<file path="config.mk">
export PLATFORM = sky130hd
export DESIGN_NAME = pio_cell_top
export DESIGN_NICKNAME = d
export VERILOG_FILES = /design/src/common/pio_pkg.sv /design/src/logic/pio_sync2.sv /design/src/logic/pio_cell_top.sv
export SDC_FILE = /design/constraint.sdc
export NUM_CORES = 1
export LEC_CHECK = 0
export ABC_AREA = 1
export CAP_MARGIN = 20
export CORE_MARGIN = 3
export CORE_UTILIZATION = 55
export DETAILED_ROUTE_END_ITERATION = 6
export DONT_BUFFER_PORTS = 1
export PLACE_DENSITY = 0.81
export SLEW_MARGIN = 20
export SYNTH_ARGS = -nofsm -noshare
export SYNTH_HDL_FRONTEND = slang
export SYNTH_SLANG_ARGS = --single-unit
export TNS_END_PERCENT = 1
</file>
<file path="constraint.sdc">
create_clock -name hclk -period 7.6 [get_ports hclk]
set_input_delay 1.14 -clock hclk [delete_from_list [all_inputs] [get_ports hclk]]
set_output_delay 1.14 -clock hclk [all_outputs]
set_load 0.01 [all_outputs]
</file>
<file path="src/common/pio_pkg.sv">
// Package for the port cell block: register map, reset values, widths and carrier types.
// Assumes one AHB-Lite slave select and 32-bit word-aligned registers.
package pio_pkg;

    // -------------------------------------------------------------------------
    // Sizes
    // -------------------------------------------------------------------------
    localparam int PIO_NPINS = 17;            // Port 0, port 1 and the single port 2 pin
    localparam int PIO_NXPINS = 16;           // Pins that the crossbar may route
    localparam int PIO_NRES = 16;             // Routable internal resources
    localparam int PIO_UART_TX_PIN = 4;       // Fixed serial transmit pin
    localparam int PIO_UART_RX_PIN = 5;       // Fixed serial receive pin
    localparam int PIO_DBG_PIN = 16;          // Port 2 pin shared with the debug link

    // -------------------------------------------------------------------------
    // Register offsets (byte addresses)
    // -------------------------------------------------------------------------
    localparam logic [7:0] PIO_CTRL_OFS = 8'h00;      // crossbar_enable, global_pullup_disable
    localparam logic [7:0] PIO_INMODE_OFS = 8'h04;    // pin_input_mode_bits
    localparam logic [7:0] PIO_OUTMODE_OFS = 8'h08;   // pin_output_mode_bits
    localparam logic [7:0] PIO_OUTVAL_OFS = 8'h0C;    // Output latch
    localparam logic [7:0] PIO_PINREAD_OFS = 8'h10;   // Pad levels, read only
    localparam logic [7:0] PIO_SKIP_OFS = 8'h14;      // pin_skip_bits
    localparam logic [7:0] PIO_ROUTE1_OFS = 8'h18;    // route_select_first
    localparam logic [7:0] PIO_ROUTE2_OFS = 8'h1C;    // route_select_second

    // -------------------------------------------------------------------------
    // Field positions and reset values
    // -------------------------------------------------------------------------
    localparam int PIO_CTRL_XBAR_BIT = 0;
    localparam int PIO_CTRL_GPD_BIT = 1;
    localparam int PIO_ROUTE_UART_BIT = 0;
    localparam logic [16:0] PIO_INMODE_RST = 17'h1FFFF;   // 1 = digital
    localparam logic [16:0] PIO_OUTMODE_RST = 17'h00000;  // 0 = open drain
    localparam logic [16:0] PIO_OUTVAL_RST = 17'h1FFFF;
    localparam logic [15:0] PIO_SKIP_RST = 16'h0000;
    localparam logic [7:0] PIO_ROUTE_RST = 8'h00;
    localparam logic [15:0] PIO_UART_MASK = 16'h0030;     // Pins 4 and 5

    // -------------------------------------------------------------------------
    // Carrier types
    // -------------------------------------------------------------------------
    // Pad drive bundle, one bit per pin
    typedef struct packed {
        logic [16:0] out;   // Driven level
        logic [16:0] oe;    // High while the cell drives the pad
        logic [16:0] pu;    // Weak pull-up enable
    } pio_pad_t;

    // Internal resource drive bundle
    typedef struct packed {
        logic [15:0] out;   // Resource output level
        logic [15:0] oe;    // Resource wants to drive its pin
    } pio_res_t;

endpackage : pio_pkg

</file>
<file path="src/logic/pio_sync2.sv">
// Two-stage synchroniser for a bus of asynchronous levels.
// Assumes the inputs are quasi-static levels; no word coherence is promised.
`timescale 1ns/10ps
module pio_sync2 #(
    parameter int WIDTH = 17
) (
    // Clock and reset
    input wire logic hclk,
    input wire logic hresetn,
    // Data
    input wire logic [WIDTH-1:0] async_in,
    output logic [WIDTH-1:0] sync_out
);

    // First stage, read only by the second stage
    logic [WIDTH-1:0] meta_ff;

    // -------------------------------------------------------------------------
    // Two flip-flops in series
    // -------------------------------------------------------------------------
    always_ff @(posedge hclk or negedge hresetn) begin
        if (!hresetn) begin
            meta_ff <= '0;
            sync_out <= '0;
        end else begin
            meta_ff <= async_in;
            sync_out <= meta_ff;
        end
    end

endmodule : pio_sync2

</file>
<file path="src/logic/pio_cell_top.sv">
// Port input/output cell block: 17 pad cells, crossbar routing and AHB-Lite registers.
// Assumes pads are resolved outside from out/oe/pu; pad inputs are asynchronous.
//
// Notes on behaviour
// - Reset: all cells hi-Z, pull-up on
// - Per-pin input mode picks analog or digital
// - Analog pin: driver, receiver off; pull-up off once crossbar on; res_in, uart_rx still see its pad
// - Analog pin always reads zero
// - Per-pin output mode bits for ports 0,1 and the port 2 pin
// - Push-pull pin drives high or low
// - Open-drain: never high, low or released
// - Pull-up on when hi-Z, off driving low
// - Global pull-up disable turns all off
// - Digital pin reads pad level, not latch
// - Pin read ignores crossbar routing
// - Seventeen pins, GPIO or resource or analog
// - Port 2 pin GPIO only, shares debug data
// - Crossbar routes selected resources by priority
// - Lowest free unskipped pin; serial fixed 4,5
`timescale 1ns/10ps
module pio_cell_top (
    // Clock and reset
    input wire logic hclk,
    input wire logic hresetn,
    // AHB-Lite slave
    input wire logic hsel,
    input wire logic [7:0] haddr,
    input wire logic [1:0] htrans,
    input wire logic hwrite,
    input wire logic [2:0] hsize,
    input wire logic [31:0] hwdata,
    input wire logic hready,
    output logic hreadyout,
    output logic hresp,
    output logic [31:0] hrdata,
    // Pads
    input wire logic [16:0] pad_in,
    output pio_pkg::pio_pad_t pad,
    // Internal resources
    input wire pio_pkg::pio_res_t res_drv,
    output logic [15:0] res_in,
    output logic uart_rx,
    // Debug link sharing the port 2 pin
    input wire logic dbg_active,
    input wire logic dbg_out,
    input wire logic dbg_oe
);

    // -------------------------------------------------------------------------
    // State
    // -------------------------------------------------------------------------
    typedef struct packed {
        logic xbar_en;              // crossbar_enable
        logic gpd;                  // global_pullup_disable
        logic [16:0] in_mode;       // 1 = digital, 0 = analog
        logic [16:0] out_mode;      // 1 = push-pull, 0 = open drain
        logic [16:0] out_val;       // Output latch
        logic [15:0] skip;          // Pins the crossbar passes over
        logic [7:0] route1;         // Resources 0..7
        logic [7:0] route2;         // Resources 8..15
        logic wr_pend;              // Write data phase due
        logic [7:0] wr_addr;        // Address of that write
        logic [31:0] rdata;         // Read data for the data phase
        pio_pkg::pio_pad_t pad;     // Registered pad drive
        logic [15:0] res_in;        // Registered resource inputs
        logic uart_rx;              // Registered serial receive level
    } pio_state_t;

    pio_state_t s_ff;               // Current state
    pio_state_t nxt_s;              // Next state
    logic [16:0] pin_lvl;           // Synchronised pad levels
    logic [16:0] pin_read;          // Readable levels, analog masked
    logic [15:0] res_valid;         // Resource holds a pin
    logic [3:0] res_pin [16];       // Pin held by each resource
    logic [15:0] res_sel;           // Resources software selected
    logic addr_ok;                  // Valid address phase

    // -------------------------------------------------------------------------
    // Pad input synchroniser
    // -------------------------------------------------------------------------
    pio_sync2 #(
        .WIDTH(pio_pkg::PIO_NPINS)
    ) u_sync (
        .hclk(hclk),
        .hresetn(hresetn),
        .async_in(pad_in),
        .sync_out(pin_lvl)
    );

    // Analog receivers are off, so their reads are zero; routing plays no part
    assign pin_read = pin_lvl & s_ff.in_mode;

    // -------------------------------------------------------------------------
    // Crossbar assignment
    // -------------------------------------------------------------------------
    assign res_sel = {s_ff.route2, s_ff.route1};

    // Walk resources in priority order, each after the serial port taking the lowest free pin
    // Pins can run out before resources do: a resource left without a pin
    // stays internal, drives nothing and reads zero on res_in
    always_comb begin
        logic [15:0] taken;
        logic found;
        taken = s_ff.skip;
        found = 1'b0;
        res_valid = '0;
        for (int r = 0; r < pio_pkg::PIO_NRES; r++) begin
            res_pin[r] = 4'h0;
        end
        // Serial port always sits on its fixed pair
        if (res_sel[pio_pkg::PIO_ROUTE_UART_BIT]) begin
            res_valid[0] = 1'b1;
            res_pin[0] = 4'(pio_pkg::PIO_UART_TX_PIN);
            taken = taken | pio_pkg::PIO_UART_MASK;
        end
        for (int r = 1; r < pio_pkg::PIO_NRES; r++) begin
            found = 1'b0;
            // Selected resources only
            if (res_sel[r]) begin
                for (int p = 0; p < pio_pkg::PIO_NXPINS; p++) begin
                    // First pin neither skipped nor taken
                    if (!found && !taken[p]) begin
                        found = 1'b1;
                        res_valid[r] = 1'b1;
                        res_pin[r] = 4'(p);
                        taken[p] = 1'b1;
                    end
                end
            end
        end
    end

    // -------------------------------------------------------------------------
    // Next state: bus, registers, pad drive
    // -------------------------------------------------------------------------
    assign addr_ok = hsel && htrans[1] && hready;

    always_comb begin
        logic [16:0] val;
        logic [15:0] rin;
        val = s_ff.out_val;
        rin = '0;
        nxt_s = s_ff;
        // Write data phase lands in the addressed register
        if (s_ff.wr_pend) begin
            case (s_ff.wr_addr)
                pio_pkg::PIO_CTRL_OFS: begin
                    nxt_s.xbar_en = hwdata[pio_pkg::PIO_CTRL_XBAR_BIT];
                    nxt_s.gpd = hwdata[pio_pkg::PIO_CTRL_GPD_BIT];
                end
                pio_pkg::PIO_INMODE_OFS: begin
                    nxt_s.in_mode = hwdata[16:0];
                end
                pio_pkg::PIO_OUTMODE_OFS: begin
                    nxt_s.out_mode = hwdata[16:0];
                end
                pio_pkg::PIO_OUTVAL_OFS: begin
                    nxt_s.out_val = hwdata[16:0];
                end
                pio_pkg::PIO_SKIP_OFS: begin
                    nxt_s.skip = hwdata[15:0];
                end
                pio_pkg::PIO_ROUTE1_OFS: begin
                    nxt_s.route1 = hwdata[7:0];
                end
                pio_pkg::PIO_ROUTE2_OFS: begin
                    nxt_s.route2 = hwdata[7:0];
                end
                default: begin
                    // Unmapped or read-only: ignored
                end
            endcase
        end
        // Address phase: note writes, fetch read data for the next cycle
        nxt_s.wr_pend = addr_ok && hwrite;
        nxt_s.wr_addr = haddr;
        if (addr_ok && !hwrite) begin
            case (haddr)
                pio_pkg::PIO_CTRL_OFS: begin
                    nxt_s.rdata = {30'h0, s_ff.gpd, s_ff.xbar_en};
                end
                pio_pkg::PIO_INMODE_OFS: begin
                    nxt_s.rdata = {15'h0, s_ff.in_mode};
                end
                pio_pkg::PIO_OUTMODE_OFS: begin
                    nxt_s.rdata = {15'h0, s_ff.out_mode};
                end
                pio_pkg::PIO_OUTVAL_OFS: begin
                    nxt_s.rdata = {15'h0, s_ff.out_val};
                end
                pio_pkg::PIO_PINREAD_OFS: begin
                    nxt_s.rdata = {15'h0, pin_read};
                end
                pio_pkg::PIO_SKIP_OFS: begin
                    nxt_s.rdata = {16'h0, s_ff.skip};
                end
                pio_pkg::PIO_ROUTE1_OFS: begin
                    nxt_s.rdata = {24'h0, s_ff.route1};
                end
                pio_pkg::PIO_ROUTE2_OFS: begin
                    nxt_s.rdata = {24'h0, s_ff.route2};
                end
                default: begin
                    nxt_s.rdata = 32'h0;
                end
            endcase
        end
        // Routed pins take the resource level; a non-driving resource sets it high
        for (int r = 0; r < pio_pkg::PIO_NRES; r++) begin
            if (res_valid[r]) begin
                val[res_pin[r]] = res_drv.out[r] | ~res_drv.oe[r];
                rin[r] = pin_lvl[res_pin[r]];
            end
        end
        // Serial receive pin is an input of the serial port
        if (res_valid[0]) begin
            val[pio_pkg::PIO_UART_RX_PIN] = 1'b1;
        end
        nxt_s.res_in = rin;
        nxt_s.uart_rx = pin_lvl[pio_pkg::PIO_UART_RX_PIN] & res_valid[0];
        // Per-cell drive
        for (int p = 0; p < pio_pkg::PIO_NPINS; p++) begin
            if (!s_ff.xbar_en) begin
                // Held hi-Z, pulled up unless globally disabled, until the crossbar is enabled
                nxt_s.pad.oe[p] = 1'b0;
                nxt_s.pad.out[p] = 1'b0;
            end else if (!s_ff.in_mode[p]) begin
                // Analog: driver off
                nxt_s.pad.oe[p] = 1'b0;
                nxt_s.pad.out[p] = 1'b0;
            end else if (s_ff.out_mode[p]) begin
                // Push-pull follows the output value
                nxt_s.pad.oe[p] = 1'b1;
                nxt_s.pad.out[p] = val[p];
            end else begin
                // Open drain pulls low or lets go
                nxt_s.pad.oe[p] = ~val[p];
                nxt_s.pad.out[p] = 1'b0;
            end
        end
        // Port 2 pin: never routed, debug link takes it while active
        if (dbg_active) begin
            nxt_s.pad.oe[pio_pkg::PIO_DBG_PIN] = dbg_oe;
            nxt_s.pad.out[pio_pkg::PIO_DBG_PIN] = dbg_out;
        end
        // Weak pull-ups: only on released cells, digital ones once the crossbar is on, globally gated
        for (int p = 0; p < pio_pkg::PIO_NPINS; p++) begin
            nxt_s.pad.pu[p] = ~nxt_s.pad.oe[p] & ~s_ff.gpd
                & (s_ff.in_mode[p] | ~s_ff.xbar_en);
        end
    end

    // -------------------------------------------------------------------------
    // State register
    // -------------------------------------------------------------------------
    always_ff @(posedge hclk or negedge hresetn) begin
        if (!hresetn) begin
            s_ff.xbar_en <= 1'b0;
            s_ff.gpd <= 1'b0;
            s_ff.in_mode <= pio_pkg::PIO_INMODE_RST;
            s_ff.out_mode <= pio_pkg::PIO_OUTMODE_RST;
            s_ff.out_val <= pio_pkg::PIO_OUTVAL_RST;
            s_ff.skip <= pio_pkg::PIO_SKIP_RST;
            s_ff.route1 <= pio_pkg::PIO_ROUTE_RST;
            s_ff.route2 <= pio_pkg::PIO_ROUTE_RST;
            s_ff.wr_pend <= 1'b0;
            s_ff.wr_addr <= 8'h00;
            s_ff.rdata <= 32'h0;
            s_ff.pad.out <= 17'h00000;
            s_ff.pad.oe <= 17'h00000;
            s_ff.pad.pu <= 17'h1FFFF;
            s_ff.res_in <= 16'h0000;
            s_ff.uart_rx <= 1'b0;
        end else begin
            s_ff <= nxt_s;
        end
    end

    // -------------------------------------------------------------------------
    // Outputs
    // -------------------------------------------------------------------------
    assign hreadyout = 1'b1;        // Zero wait states
    assign hresp = 1'b0;            // Always OKAY
    assign hrdata = s_ff.rdata;
    assign pad = s_ff.pad;
    assign res_in = s_ff.res_in;
    assign uart_rx = s_ff.uart_rx;
endmodule : pio_cell_top

</file>
== Word level (Yosys, flattened, before mapping) ==
Cells that the tools add are included.

* Register bits: 228
* Input bits: 102
* Output and inout port bits: 102
* Word-level logic and storage cells: 2,264

* $lt $le $gt $ge: 32
* Eq/ne operators: 13
* Multiplexer cells: 1,375
* Bitwise logic cells: 121
* Reductions and logical operators: 705

{| class="wikitable"
|+ Operators by type and width
! operator !! count
|-
| 2-to-1 mux 1 bit || 1,069
|-
| 2-to-1 mux 4 bit || 225
|-
| zero test 1 bit || 451
|-
| bitwise mux 17 bit || 16
|-
| 2-to-1 mux 17 bit || 16
|-
| logical AND 1 bit || 245
|-
| 2-to-1 mux 16 bit || 14
|-
| case mux 17 bit (8 select lines) || 1
|-
| less-than comparator 4 x 6 -> 1 bit (second input constant) || 15
|-
| binary-select mux 1 bit (select 4 bit) || 16
|-
| demux 1 bit (select 4 bit) || 16
|-
| >= comparator 4 x 1 -> 1 bit (second input constant) || 15
|-
| == test 8 x 5 -> 1 bit (second input constant) || 7
|-
| NOT 1 bit || 52
|-
| AND 1 bit || 35
|-
| bitwise OR 1 bit || 33
|-
| == test 8 x 4 -> 1 bit (second input constant) || 4
|-
| AND 17 bit || 1
|-
| == test 8 x 3 -> 1 bit (second input constant) || 2
|-
| zero test 8 bit || 2
|-
| AND reduction 2 bit || 7
|-
| less-than comparator 3 x 6 -> 1 bit (second input constant) || 1
|-
| 2-to-1 mux 6 bit || 1
|-
| >= comparator 3 x 1 -> 1 bit (second input constant) || 1
|-
| 2-to-1 mux 3 bit || 1
|}

== Logic depth before layout (Yosys ltp) ==
* Depth in word-level cells: 945
* Gate-level depth with buffers: 54
* Mapped depth without buffers: 53

== Hierarchy ==
Synthesis repeated with hierarchy kept, for this count alone.

* Cell total of the unflattened synthesis: 3,773
* Area, all modules: 22,183.8 µm²

{| class="wikitable"
|+ By module, submodules not included
! module !! times used !! cells each !! area each (µm²)
|-
| pio_cell_top || 1 || 3,739 || 21,333.0
|-
| pio_sync2 || 1 || 34 || 850.8
|}

== Worst setup path after synthesis ==
Ideal clock, no wire load.

* Path type: register to register
* Start point: reg s_ff (netlist bit res_sel[1])
* End point: reg, netlist name pad[11]
* Library setup time: 0.079 ns
* Data arrival time: 4.508 ns
* Setup slack: 3.013 ns
* Stages on the path, launching flop included: 51
* Buffers on the path: 1
* Cells stage by stage: dfrtp_1 buf_6 nand2_2 nand2_4 nand2_2 nor2_4 nand3_2 nor2_4 nand2_1 nand2_2 inv_2 nor2_2 nand3_1 nand2_1 inv_2 nor2_2 nand3_1 nand2_2 (+15 left out) nand2_2 inv_2 nand2_2 nand2_2 a21oi_1 nand2_1 nor2_1 nor2_2 nor2_4 nand2_2 clkinv_2 nand2_1 nor2_1 nor2_1 nand2_1 nand3_2 nand2_2 nor2_1

{| class="wikitable"
|+ RTL lines
! item !! RTL line !! source
|-
| from (decl) || pio_cell_top.sv:69 || <nowiki>pio_state_t s_ff;</nowiki>
|-
| from (signal assigned) || pio_cell_top.sv:275 || <nowiki>s_ff <= nxt_s;</nowiki>
|}

==> impl_metrics.toml <==
[route]
vias = 25190
first_iter_violations = 3496
firstDrtPassIters = 7
routed_wl_mm = 79.14
postRouteAntennaNets = 0
via_per_inst = 6.059
route.detailed.drc = 2
wl_per_cell_um = 19.03

[power_and_ir_drop]
pwr-share-seq_pct = 46.2
p_switching_uw = 742.7
pwr-share-comb_pct = 9.1
switching_share_pct = 28.08
ir_drop_v = 0.0001716
power_density_nw_per_um2 = 118.0
power_mw = 2.645
cellLeakagePower_nw = 12.99
pwr-share-clk_pct = 44.7
internal_power_mw = 1.903

[cts]
cts_sinks = 213
cts_made_buffers = 23
cts-resized-gates = 0
htreeDepth = 1
cts_max_path_buffers = 3
ctsHoldBuffers = 0
cts_tree = "done"
root_buffer = "clkbuf_16"
clkLatencyLatePin_ns = 0.56
clk_pin_slew_worst_paths_ns = 0.06
cts_setup_buffers = 0

[grt]
grt_max_degree = 214
grt_remaining_overflow = 0
gr-usage-all-layers_pct = 36.26
grt_pass1_wl_mm = 121.5
grt_pass1_vias = 22590
antenna_found_initial = 5

[synth]
synth_cell_type_count = 57
synth_area_um2 = 22010
yosys-top-cells-area = "nand2_1, dfrtp_1, nand3_1, nor2_1, dfstp_2"
ys_seq_area_share_pct = 24.51
synth-main-ff-cell = "dfrtp_1"
synth_cells = 3765
synth.largest_area_cell = "nand2_1"
netlist_top_cells_count = "nand2_1, nand3_1, nor2_1"
yosysTopAreaCellShare_pct = 18.93
synth_edf_count = 0
synthArstFlopShare_pct = 100.0
synth_seq_cells = 213
yosysMostFrequentCell = "nand2_1"
avgSynthCellArea_um2 = 5.846
ys_warn_count = 0

[cells_and_area]
area_delta_synth_final_pct = 1.888
final_nets = 3721
nFillCells = 3946
finalNonFillerCells = 4158
drive_above_1_share_pct = 11.19
final_util_pct = 57.36

[placed_design]
dp.cells = 4112
gp_congestion = 1.038
io_buffers = 0
place_hpwl_mm = 60.63
post-place-ws_ns = 1.169

[timing]
rsz0062_at_grt = "false"
max_freq_ghz = 0.1504
fin_skew_ns = 0.01281
max-slew-margin-rel_pct = 17.87
fin_crit_sh_pct = 87.49
post-route-min-period_ns = 6.649
tns_ns = 0
worst_pin_slew_ns = 1.201
setup_viol = 0
drv_slew = 0
hold_viol_final = 0
fin_ws_ns = 0.9511

[setup_path]
cp_common_cell = "nand2_1"
critPathRequiredTime_ns = 8.08
setup.worst_path.start = "res_sel[1]"
reg2reg_from = "res_sel[1]"
path_class = "flip-flop to flip-flop"
crit_arrival_ns = 7.13
critPathSlowestCell = "dfrtp_1"
cp_max_fo = 17
critPathCaptureType = "flip-flop"
critPathMaxStageDelay_ns = 0.80
cp-start-kind = "flip-flop"

[floorplanning]
num_rows = 72
initial_core_util_pct = 56.29
dieArea_um2 = 42450
die_w_um = 206.0
io_pins = 204
die_h_um = 206.0
core_um2 = 39100

[outcome]
violations = "DRC"
status = "finished, violations left"

[hold_path]
hp-class = "input pin to asynchronous set/reset pin"

[job]
drv_cap = 0
==> through the flow <==
step / cell area (µm²) / hold WS (ns)
after floorplan: 22070 / 0.3312
after global placement: 21630 / 0.3312
after detailed placement: 21630 / 0.3356
after CTS: 22410 / 0.2587
after global routing: 22420 / 0.2751
final: 22430 / 0.2784
==> path summary, 6_finish.rpt <==
kind                                             to  slack [ns]  depth (start not counted)
worst max-delay path                         pad[0]        0.95                         42
worst min-delay path                     res_in[15]        0.28                          0
worst max register to register               pad[0]        0.95                         42
worst min register to register  u_sync.sync_out[15]        0.34                          0
max in group asynchronous                   pad[16]        6.91                          0
min in group hclk               u_sync.sync_out[15]        0.34                          0
==> layout by cell type, fill, tap and decap left out, types with 17 or more instances in the layout <==
master / netlist / layout
a21oi_1: 120 / 120
a221oi_1: 37 / 37
clkbuf_16: 0 / 23
conb_1: 2 / 17
dfrtp_1: 162 / 162
dfstp_2: 51 / 51
inv_1: 349 / 349
inv_2: 103 / 103
nand2_1: 1110 / 1110
nand2_2: 98 / 98
nand3_1: 453 / 453
nand4_1: 42 / 42
nor2_1: 425 / 423
nor2_2: 44 / 46
nor3_1: 36 / 36
o2111ai_1: 29 / 29
o211ai_1: 40 / 40
o21ai_0: 259 / 259
o22ai_1: 38 / 38
==> final cells by class <==
| type | instances | area, µm² | area share [%] |
|---|---|---|---|
| well taps | 518 | 648.1 | 2.890 |
| clock buffers | 31 | 645.6 | 2.879 |
| repair buffers | 10 | 75.07 | 0.3348 |
| clock inverters | 11 | 135.1 | 0.6026 |
| inverters | 470 | 1768 | 7.884 |
| flip-flops and latches | 213 | 5394 | 24.05 |
| multi-input cells | 2901 | 13750 | 61.31 |
| diodes | 4 | 10.01 | 0.04464 |
==> state kept, by name (all words and copies together) (netlist names) <==
name	count
s_ff	78
pad	51
hrdata	17
u_sync.meta_ff	17
u_sync.sync_out	17
res_in	16
res_sel	16
uart_rx	1
==> power by group through the flow <==
stage	combinational, mW	sequential [mW]	clock (mW)
5_1_grt	0.260	1.22	1.22
6_report	0.241	1.22	1.18
3_3_place_gp	0.227	1.24	0
4_1_cts	0.228	1.22	1.19
3_5_place_dp	0.227	1.24	0
2_1_floorplan	0.197	1.20	0
==> worst max-delay path, delay by kind of cell (launching register included) <==
| kind | cells | cell delay, ns |
|---|---|---|
| AND/OR/NAND/NOR | 30 | 3.58 |
| AO/OA/AOI/OAI | 7 | 1.86 |
| flip-flops | 1 | 0.80 |
| buffers and inverters | 5 | 0.34 |
==> logic make-up after synthesis <==
| kind of cell | after synthesis | synth area share, % |
|---|---|---|
| AOI/OAI and AO/OA | 631 | 17.54 |
| buffers and inverters | 666 | 13.30 |
| DFF | 213 | 24.51 |
| other | 2 | 0.03412 |
| and+or+nand+nor | 2253 | 44.62 |
==> metal layers <==
layer  vias up  wire, µm  track usage (%)
met5         -         0                0
met2      1504     34120            56.11
met4         0      5146            19.64
met1     11340     30680            47.46
li1      12000         -                -
met3       346      9198            7.686
Power figures use the tool's default switching activity.
